### src/rtl/flash_host_pkg.sv
// Shared constants and types for the flash status-polling host controller
package flash_host_pkg;

	// ************************************************************
	// Software register map
	// ************************************************************
	localparam logic [7:0] REG_CTRL   = 8'h00;
	localparam logic [7:0] REG_ADDR   = 8'h04;
	localparam logic [7:0] REG_WDATA  = 8'h08;
	localparam logic [7:0] REG_STATUS = 8'h0C;
	localparam logic [7:0] REG_RDATA  = 8'h10;

	// Control register fields
	localparam int CTRL_OP_LSB   = 0;
	localparam int CTRL_BYTE_BIT = 2;
	localparam int CTRL_WP_BIT   = 3;

	// Status register fields
	localparam int STAT_BUSY_BIT  = 0;
	localparam int STAT_DONE_BIT  = 1;
	localparam int STAT_FAIL_BIT  = 2;
	localparam int STAT_READY_BIT = 3;
	localparam int STAT_TOG2_BIT  = 4;
	localparam int STAT_TMO_BIT   = 5;
	localparam int STAT_BYTE_LSB  = 8;

	// Status byte bit positions on the flash data pins
	localparam int POLL_BIT   = 7;
	localparam int TOG1_BIT   = 6;
	localparam int TMO_BIT    = 5;
	localparam int WINDOW_BIT = 3;
	localparam int TOG2_BIT   = 2;

	// ************************************************************
	// Pin widths and drive patterns
	// ************************************************************
	localparam int ADDR_PINS = 21;
	localparam int DQ_PINS   = 16;
	localparam logic [15:0] OE_WORD    = 16'hFFFF;
	localparam logic [15:0] OE_BYTE_WR = 16'h80FF;
	localparam logic [15:0] OE_BYTE_RD = 16'h8000;
	localparam logic [15:0] OE_NONE    = 16'h0000;

	// ************************************************************
	// Timing
	// ************************************************************
	localparam int CLK_PERIOD_NS = 100;
	localparam int T_PULSE_NS    = 200;
	localparam int T_ACCESS_NS   = 300;
	localparam int SYNC_LAT      = 3;
	localparam int PULSE_CYC = (T_PULSE_NS + CLK_PERIOD_NS - 1) / CLK_PERIOD_NS;
	localparam int ACC_CYC   = (T_ACCESS_NS + CLK_PERIOD_NS - 1) / CLK_PERIOD_NS;
	localparam int RD_CYC    = ACC_CYC + SYNC_LAT + 1;

	// ************************************************************
	// Types
	// ************************************************************
	typedef enum logic [1:0] {OP_NONE, OP_WRITE, OP_READ, OP_POLL} op_t;

	typedef struct packed {
		logic [ADDR_PINS-1:0] addr;
		logic                 ceN;
		logic                 oeN;
		logic                 weN;
		logic                 byteN;
		logic                 protectAccelPin;
		logic [DQ_PINS-1:0]   dqOut;
		logic [DQ_PINS-1:0]   dqOe;
	} flash_out_t;

endpackage

### src/rtl/flash_status_host.sv
// Host controller that writes, reads and status-polls an asynchronous parallel flash
`timescale 1ns/10ps
module flash_status_host #(
	parameter logic [7:0] RESET_CMD = 8'hF0
) (
	// Clock and reset
	input  wire logic                        ref_clk,
	input  wire logic                        sys_rst,
	// Software register port
	input  wire logic [7:0]                  regAddr,
	input  wire logic [31:0]                 regWdata,
	input  wire logic                        regWr,
	input  wire logic                        regRd,
	output logic      [31:0]                 regRdata,
	// Flash pins
	output flash_host_pkg::flash_out_t       flashOut,
	input  wire logic [flash_host_pkg::DQ_PINS-1:0] dqIn,
	input  wire logic                        ready_busy_n
);
	import flash_host_pkg::*;

	// ************************************************************
	// State
	// ************************************************************
	typedef enum logic [2:0] {
		ST_IDLE, ST_WR_SETUP, ST_WR_PULSE, ST_WR_END, ST_RD_PULSE, ST_RD_END
	} bus_st_t;

	typedef enum logic [2:0] {
		PS_FIRST, PS_SECOND, PS_RECHECK1, PS_RECHECK2, PS_FINAL, PS_RESET
	} poll_st_t;

	typedef struct packed {
		bus_st_t     st;
		poll_st_t    ps;
		op_t         op;
		logic [3:0]  cnt;
		logic        byteMode;
		logic        wpLevel;
		logic [21:0] addr;
		logic [15:0] wdata;
		logic [7:0]  first;
		logic [15:0] capt;
		logic        done;
		logic        fail;
		logic        tog2;
		logic        tmo;
		logic [3:0]  pollReads;
		logic [31:0] rdata;
		flash_out_t  pins;
	} state_t;

	state_t      s;
	state_t      next_s;
	logic [16:0] settled;
	logic [15:0] word;

	pin_sync #(.W(17)) pin_sync_inst (
		.ref_clk (ref_clk),
		.sys_rst (sys_rst),
		.pinIn   ({ready_busy_n, dqIn}),
		.settled (settled)
	);

	// Upper lanes float in byte mode, so only the low byte is meaningful
	assign word = s.byteMode ? {8'h00, settled[7:0]} : settled[15:0];

	// ************************************************************
	// Pin drive derived from the next state so outputs leave flops
	// ************************************************************
	function automatic flash_out_t drivePins(state_t x);
		flash_out_t  p;
		logic        wr;
		logic [15:0] wd;
		p                 = '0;
		wr                = (x.st == ST_WR_SETUP) || (x.st == ST_WR_PULSE);
		wd                = (x.ps == PS_RESET) ? {8'h00, RESET_CMD} : x.wdata;
		p.ceN             = !(wr || x.st == ST_RD_PULSE);
		p.oeN             = (x.st != ST_RD_PULSE);
		p.weN             = (x.st != ST_WR_PULSE);
		p.byteN           = !x.byteMode;
		p.protectAccelPin = x.wpLevel;
		if (x.byteMode) begin
			p.addr = x.addr[21:1];
			if (!p.ceN) begin
				p.dqOut       = {x.addr[0], 7'h00, wd[7:0]};
				p.dqOe        = wr ? OE_BYTE_WR : OE_BYTE_RD;
			end
		end else begin
			p.addr = x.addr[20:0];
			if (wr) begin
				p.dqOut = wd;
				p.dqOe  = OE_WORD;
			end
		end
		return p;
	endfunction

	// ************************************************************
	// Next state
	// ************************************************************
	always_comb begin
		next_s       = s;
		next_s.rdata = '0;
		unique case (s.st)
			ST_IDLE: begin
			end
			ST_WR_SETUP: begin
				next_s.st  = ST_WR_PULSE;
				next_s.cnt = '0;
			end
			ST_WR_PULSE: begin
				if (s.cnt == 4'(PULSE_CYC - 1)) begin
					next_s.st = ST_WR_END;
				end else begin
					next_s.cnt = s.cnt + 4'h1;
				end
			end
			ST_WR_END: begin
				next_s.st   = ST_IDLE;
				next_s.done = 1'b1;
				if (s.ps == PS_RESET) begin
					next_s.fail = 1'b1;
				end
			end
			ST_RD_PULSE: begin
				if (s.cnt == 4'(RD_CYC - 1)) begin
					next_s.capt = word;
					next_s.st   = ST_RD_END;
					if (s.pollReads != 4'hF) begin
						next_s.pollReads = s.pollReads + 4'h1;
					end
				end else begin
					next_s.cnt = s.cnt + 4'h1;
				end
			end
			ST_RD_END: begin
				// Chip select goes high here so every read is a separate cycle
				next_s.st  = ST_RD_PULSE;
				next_s.cnt = '0;
				if (s.capt[TOG2_BIT] != s.first[TOG2_BIT] && s.ps != PS_FIRST) begin
					next_s.tog2 = 1'b1;
				end
				if (s.capt[TMO_BIT]) begin
					next_s.tmo = 1'b1;
				end
				if (s.op != OP_POLL || s.ps == PS_FINAL) begin
					next_s.st   = ST_IDLE;
					next_s.done = 1'b1;
				end else begin
					unique case (s.ps)
						PS_FIRST, PS_RECHECK1: begin
							next_s.first = s.capt[7:0];
							next_s.ps    = (s.ps == PS_FIRST) ? PS_SECOND : PS_RECHECK2;
						end
						PS_SECOND, PS_RECHECK2: begin
							next_s.first = s.capt[7:0];
							if (s.capt[TOG1_BIT] == s.first[TOG1_BIT]) begin
								next_s.ps = PS_FINAL;
							end else if (s.ps == PS_RECHECK2) begin
								next_s.ps = PS_RESET;
								next_s.st = ST_WR_SETUP;
							end else if (s.capt[TMO_BIT]) begin
								next_s.ps = PS_RECHECK1;
							end
						end
						default: begin
							next_s.st = ST_IDLE;
						end
					endcase
				end
			end
		endcase

		// Register reads answer in the following cycle only
		if (regRd) begin
			unique case (regAddr)
				REG_CTRL:   next_s.rdata = {28'h000_0000, s.wpLevel, s.byteMode, s.op};
				REG_ADDR:   next_s.rdata = {10'h000, s.addr};
				REG_WDATA:  next_s.rdata = {16'h0000, s.wdata};
				REG_STATUS: begin
					next_s.rdata[STAT_BUSY_BIT]  = (s.st != ST_IDLE);
					next_s.rdata[STAT_DONE_BIT]  = s.done;
					next_s.rdata[STAT_FAIL_BIT]  = s.fail;
					next_s.rdata[STAT_READY_BIT] = settled[16];
					next_s.rdata[STAT_TOG2_BIT]  = s.tog2;
					next_s.rdata[STAT_TMO_BIT]   = s.tmo;
					next_s.rdata[STAT_BYTE_LSB +: 8] = s.capt[7:0];
				end
				REG_RDATA:  next_s.rdata = {16'h0000, s.capt};
				default:    next_s.rdata = '0;
			endcase
		end

		// Settings change only while idle; a start is dropped when busy
		if (regWr && s.st == ST_IDLE) begin
			unique case (regAddr)
				REG_CTRL: begin
					next_s.byteMode = regWdata[CTRL_BYTE_BIT];
					next_s.wpLevel  = regWdata[CTRL_WP_BIT];
					next_s.op       = op_t'(regWdata[CTRL_OP_LSB +: 2]);
					if (op_t'(regWdata[CTRL_OP_LSB +: 2]) != OP_NONE) begin
						next_s.done      = 1'b0;
						next_s.fail      = 1'b0;
						next_s.tog2      = 1'b0;
						next_s.tmo       = 1'b0;
						next_s.pollReads = '0;
						next_s.first     = '0;
						next_s.ps        = PS_FIRST;
						next_s.cnt       = '0;
						next_s.st        = (op_t'(regWdata[CTRL_OP_LSB +: 2]) == OP_WRITE)
						                   ? ST_WR_SETUP : ST_RD_PULSE;
					end
				end
				REG_ADDR:  next_s.addr  = regWdata[21:0];
				REG_WDATA: next_s.wdata = regWdata[15:0];
				default: begin
				end
			endcase
		end

		next_s.pins = drivePins(next_s);
	end

	always_ff @(posedge ref_clk) begin
		if (sys_rst) begin
			s                      <= '0;
			s.pins.ceN             <= 1'b1;
			s.pins.oeN             <= 1'b1;
			s.pins.weN             <= 1'b1;
			s.pins.byteN           <= 1'b1;
			s.pins.protectAccelPin <= 1'b0;
		end else begin
			s <= next_s;
		end
	end

	assign flashOut = s.pins;
	assign regRdata = s.rdata;

	// ************************************************************
	// Assertions
	// ************************************************************
	property p_poll_addr;
		@(posedge ref_clk) disable iff (sys_rst)
		(s.op == OP_POLL && !s.pins.oeN && !s.byteMode) |-> (s.pins.addr == s.addr[20:0]);
	endproperty
	a_poll_addr: assert property (p_poll_addr)
		else $error("poll read not at programmed address");

	property p_erase_addr_stable;
		@(posedge ref_clk) disable iff (sys_rst)
		(s.op == OP_POLL && !s.pins.oeN) ##1 (!s.pins.oeN) |-> $stable(s.pins.addr);
	endproperty
	a_erase_addr_stable: assert property (p_erase_addr_stable)
		else $error("poll address moved during a status read");

	property p_final_read;
		@(posedge ref_clk) disable iff (sys_rst)
		$rose(s.ps == PS_FINAL) |-> ##[1:4] !s.pins.oeN;
	endproperty
	a_final_read: assert property (p_final_read)
		else $error("no extra read after toggling stopped");

	property p_two_reads;
		@(posedge ref_clk) disable iff (sys_rst)
		($rose(s.done) && s.op == OP_POLL && !s.fail) |-> (s.pollReads >= 4'h3);
	endproperty
	a_two_reads: assert property (p_two_reads)
		else $error("poll finished without two compared reads and a final read");

	property p_reset_cmd;
		@(posedge ref_clk) disable iff (sys_rst)
		(s.ps == PS_RESET && !s.pins.weN) |-> (s.pins.dqOut[7:0] == RESET_CMD);
	endproperty
	a_reset_cmd: assert property (p_reset_cmd)
		else $error("reset command value wrong");

	property p_fail_after_reset;
		@(posedge ref_clk) disable iff (sys_rst)
		$rose(s.fail) |-> ($past(s.ps) == PS_RESET && $past(s.st) == ST_WR_END);
	endproperty
	a_fail_after_reset: assert property (p_fail_after_reset)
		else $error("failure reported without a reset command write");

	property p_byte_lanes;
		@(posedge ref_clk) disable iff (sys_rst)
		(s.byteMode && !s.pins.ceN) |->
			(s.pins.dqOe[14:8] == 7'h00 && s.pins.dqOe[15] && s.pins.dqOut[15] == s.addr[0]);
	endproperty
	a_byte_lanes: assert property (p_byte_lanes)
		else $error("byte mode lanes driven wrongly");
endmodule // flash_status_host

### src/rtl/pin_sync.sv
// Three-stage pin synchroniser that accepts a change once stages two and three agree
`timescale 1ns/10ps
module pin_sync #(
	parameter int W = 17
) (
	// Clock and reset
	input  wire logic         ref_clk,
	input  wire logic         sys_rst,
	// Pins and settled value
	input  wire logic [W-1:0] pinIn,
	output logic      [W-1:0] settled
);
	typedef struct packed {
		logic [W-1:0] stage1;
		logic [W-1:0] stage2;
		logic [W-1:0] stage3;
		logic [W-1:0] held;
	} sync_t;

	sync_t s;
	sync_t next_s;

	// Stage one feeds stage two only; the agreement test looks at two and three
	always_comb begin
		next_s        = s;
		next_s.stage1 = pinIn;
		next_s.stage2 = s.stage1;
		next_s.stage3 = s.stage2;
		if (s.stage2 == s.stage3) begin
			next_s.held = s.stage3;
		end
	end

	always_ff @(posedge ref_clk) begin
		if (sys_rst) begin
			s <= '0;
		end else begin
			s <= next_s;
		end
	end

	assign settled = s.held;
endmodule // pin_sync

### config.mk
export PLATFORM = sky130hd
export DESIGN_NAME = flash_status_host
export DESIGN_NICKNAME = d
export VERILOG_FILES = /design/src/rtl/flash_host_pkg.sv /design/src/rtl/flash_status_host.sv /design/src/rtl/pin_sync.sv
export SDC_FILE = /design/constraint.sdc
export NUM_CORES = 1
export LEC_CHECK = 0
export ABC_AREA = 1
export BUFFER_PORTS_ARGS = -buffer_cell sky130_fd_sc_hd__buf_4
export CAP_MARGIN = 20
export CORE_UTILIZATION = 55
export DETAILED_ROUTE_END_ITERATION = 7
export HOLD_SLACK_MARGIN = 0.02
export PLACE_DENSITY_LB_ADDON = 0.25
export SKIP_CTS_REPAIR_TIMING = 1
export SYNTH_ARGS = -nofsm -noshare
export SYNTH_HDL_FRONTEND = slang
export SYNTH_HIERARCHICAL = 1
export SYNTH_SLANG_ARGS = --single-unit
### constraint.sdc
create_clock -name ref_clk -period 5.05 [get_ports ref_clk]
set_clock_uncertainty 0.05 [all_clocks]
set_input_delay 0 -clock ref_clk [delete_from_list [all_inputs] [get_ports ref_clk]]
set_output_delay 0 -clock ref_clk [all_outputs]
set_load 0.01 [all_outputs]
==> metrics.txt <==
run status=finished clean; vias in the first global route=6,123; vias per cell=4.842; Arrival @ worst endpoint=3.50 ns; H-Tree Depth=1; worst setup path class=in2reg; first-pass GRT wire length=28.81 mm; Max Clock Freq=315.6 MHz; maxcap violations=0; global placement routability congestion=0.8971; Worst Hold Depth=6; CP required=5.38 ns; IO Pins=151; share of cells above drive strength 1=17.57%; die area=16,570 sq um; synthesized area=8831 sq um; Layout area overhead=16.48%; num rows=45; reg2reg start=s[172]$_SDFF_PP0_; Hold Path Origin=regAddr[2]; Tightest Pin Transition=0.7731 ns; Vias=6,948; Post-synth EDFFs=0; DIE HEIGHT=128.7 microns; Final ANT Viol Nets=0; Ant. Diodes=0; clock slew seen by the registers of the worst setup and hold paths=0.06 ns; RSZ-0062 raised after global routing=false; Seq/Total Area, Yosys=47.15%; TritonCTS clock tree=done; most numerous cell in the Yosys netlist=dfxtp_1; count of TritonRoute iterations in the first routing pass=4; DR iter-0 viols=496; crit share post-route=62.73%; wire per inst=12.96 microns; cell taking the most area after synthesis=dfxtp_1; hold worst-path end=regRdata[3]$_SDFF_PP0_; latest clock arrival within the worst-skew pair=0.49 ns; leakage=4.686 nW; CTS sink cnt=208; GRT Overall Usage=21.77%; Die Width=128.7 microns; largest net degree at the start of global routing=70; R2R Setup Slk=2.79 ns; Max Root-Sink Buffers=3; Hold Fails Final Rpt=0; yosys warns=6; Post-Route WL=18.59 mm; pwr dens=362.5 nW/um^2; # port buffers=130; Overall Power=3.729 mW; largest cells by area after synthesis=dfxtp_1 47%, buf_4 9.4%, nor2_1 8.7%; CP Launch Type=primary input; Yosys reg bits=208; crit end category=register; worst rel slew slack=48.02%; crit-path max FO=24; DRC viols=0; Core ar.=15,430 sq um; Fin Setup TNS=0 ns; HPWL Detailed=12.83 mm; CTS root buf=clkbuf_16; Async SR Flop Fraction=0%; top_reg_cell synth=dfxtp_1; Max IR drop VDD=0.3156 mV; Final Net Count=1,274; most common library cells after synthesis=208 x dfxtp_1, 205 x nor2_1, 169 x nand2_1, 154 x inv_1, 110 x buf_4; Register-to-Register Path Depth=10; Pins Over Slew Limit=0; initial antenna violation count=0; Synth Instances=1,137; starting density of the core=57.24%; GRT overflow=0; R2R Path End=s[127]$_SDFF_PP0_; min-delay worst type=in2reg; cts bufs inserted=21; Yosys cell types=49; Syn Area/Cell=7.767 sq um; Yosys top cell area share=47.15%; final setup fails=0; Period minus WS final=3.168 ns
[power breakdown]
group	total (mW)	leakage (nW)	switching (mW)	internal [mW]
logic	0.543	2.68	0.334	0.208
clock network	1.46	0.325	0.616	0.846
registers	1.72	1.69	0.0328	1.69
total	3.73	4.69	0.983	2.75
[cells in the final DEF, fill, tap and decap left out, types with 10 or more instances in the layout]
cell type	synthesis	layout
nand2_1	169	169
dlygate4sd3_1	0	50
nand4_1	19	19
clkbuf_16	0	21
nor2_2	10	10
buf_4	110	134
conb_1	1	10
nand3_1	27	27
o21ai_0	50	50
dfxtp_1	208	208
inv_1	154	154
a21oi_1	43	43
nor2_1	205	205
[through the flow]
| step | setup WS, ns | area, sq um | cells | hold WS [ns] | utilization (%) |
|---|---|---|---|---|---|
| after floorplan | 3.302 | 8865 | 1146 | 0.05697 | - |
| after global placement | 2.951 | 9129 | 1348 | 0.1490 | 59.17 |
| after detailed placement | 2.872 | 9129 | 1348 | 0.1563 | 59.17 |
| after CTS | 2.855 | 9786 | 1385 | -0.3611 | 63.43 |
| after global routing | 1.711 | 10290 | 1435 | 0.07269 | 66.67 |
| final | 1.882 | 10290 | 1435 | 0.05282 | 66.67 |
[metal layers]
metal | vias up | share of wire [%] | GRT usage [%]
met5 | - | 0 | 0
met4 | 0 | 2.1 | 5.813
met3 | 37 | 5.6 | 3.493
met2 | 221 | 47 | 37.11
met1 | 3137 | 45 | 28.67
li1 | 3553 | - | -
[how the worst max path moves through the flow]
stage,startpoint,endpoint,depth (start not counted)
after floorplan,s[162]$_SDFF_PP0_,flashOut[16]$_SDFF_PP0_,15
after global placement,s[162]$_SDFF_PP0_,flashOut[22]$_SDFF_PP0_,15
after detailed placement,s[162]$_SDFF_PP0_,flashOut[23]$_SDFF_PP0_,15
after CTS,s[162]$_SDFF_PP0_,flashOut[23]$_SDFF_PP0_,15
after global routing,regAddr[6],flashOut[42]$_SDFF_PP0_,14
final,regAddr[6],flashOut[33]$_SDFF_PP1_,14
[state kept, by name (all words and copies together) (netlist names)]
register               count
regRdata                  22
s                         73
pin_sync_inst/s           17
flashOut                  45
pin_sync_inst/next_s      34
pin_sync_inst/settled     17
[logic make-up after synthesis]
family                     after synthesis  synth area share, %
AOI/OAI and AO/OA                      142                9.535
xor gates and xnor gates                 9               0.8927
buffers and inverters                  304                18.23
DFF                                    208                47.15
muxes                                    6               0.6801
and+or+nand+nor                        464                23.04
other                                    1              0.04246
adders and majority gates                3               0.4251
[critical path, cell delays in order]
cell	delay, ns
dlygate4sd3_1	0.54
buf_4	0.14
nor2_2	0.07
dlygate4sd3_1	0.56
nand2_2	0.07
dlygate4sd3_1	0.60
nor2_4	0.25
nand2_2	0.14
nand2_1	0.09
o21a_1	0.24
buf_4	0.32
inv_2	0.23
nor2_1	0.18
inv_1	0.05
[layout make-up]
cell class,instances,area (sq um)
clock buffer,32,616.8
clock inverter,5,40.04
fill,1295,5141
inverter,161,604.3
multi-input combinational,634,3090
sequential,208,4164
tap,211,264.0
timing repair buffer,184,1506
(Power assumes the default switching activity.)
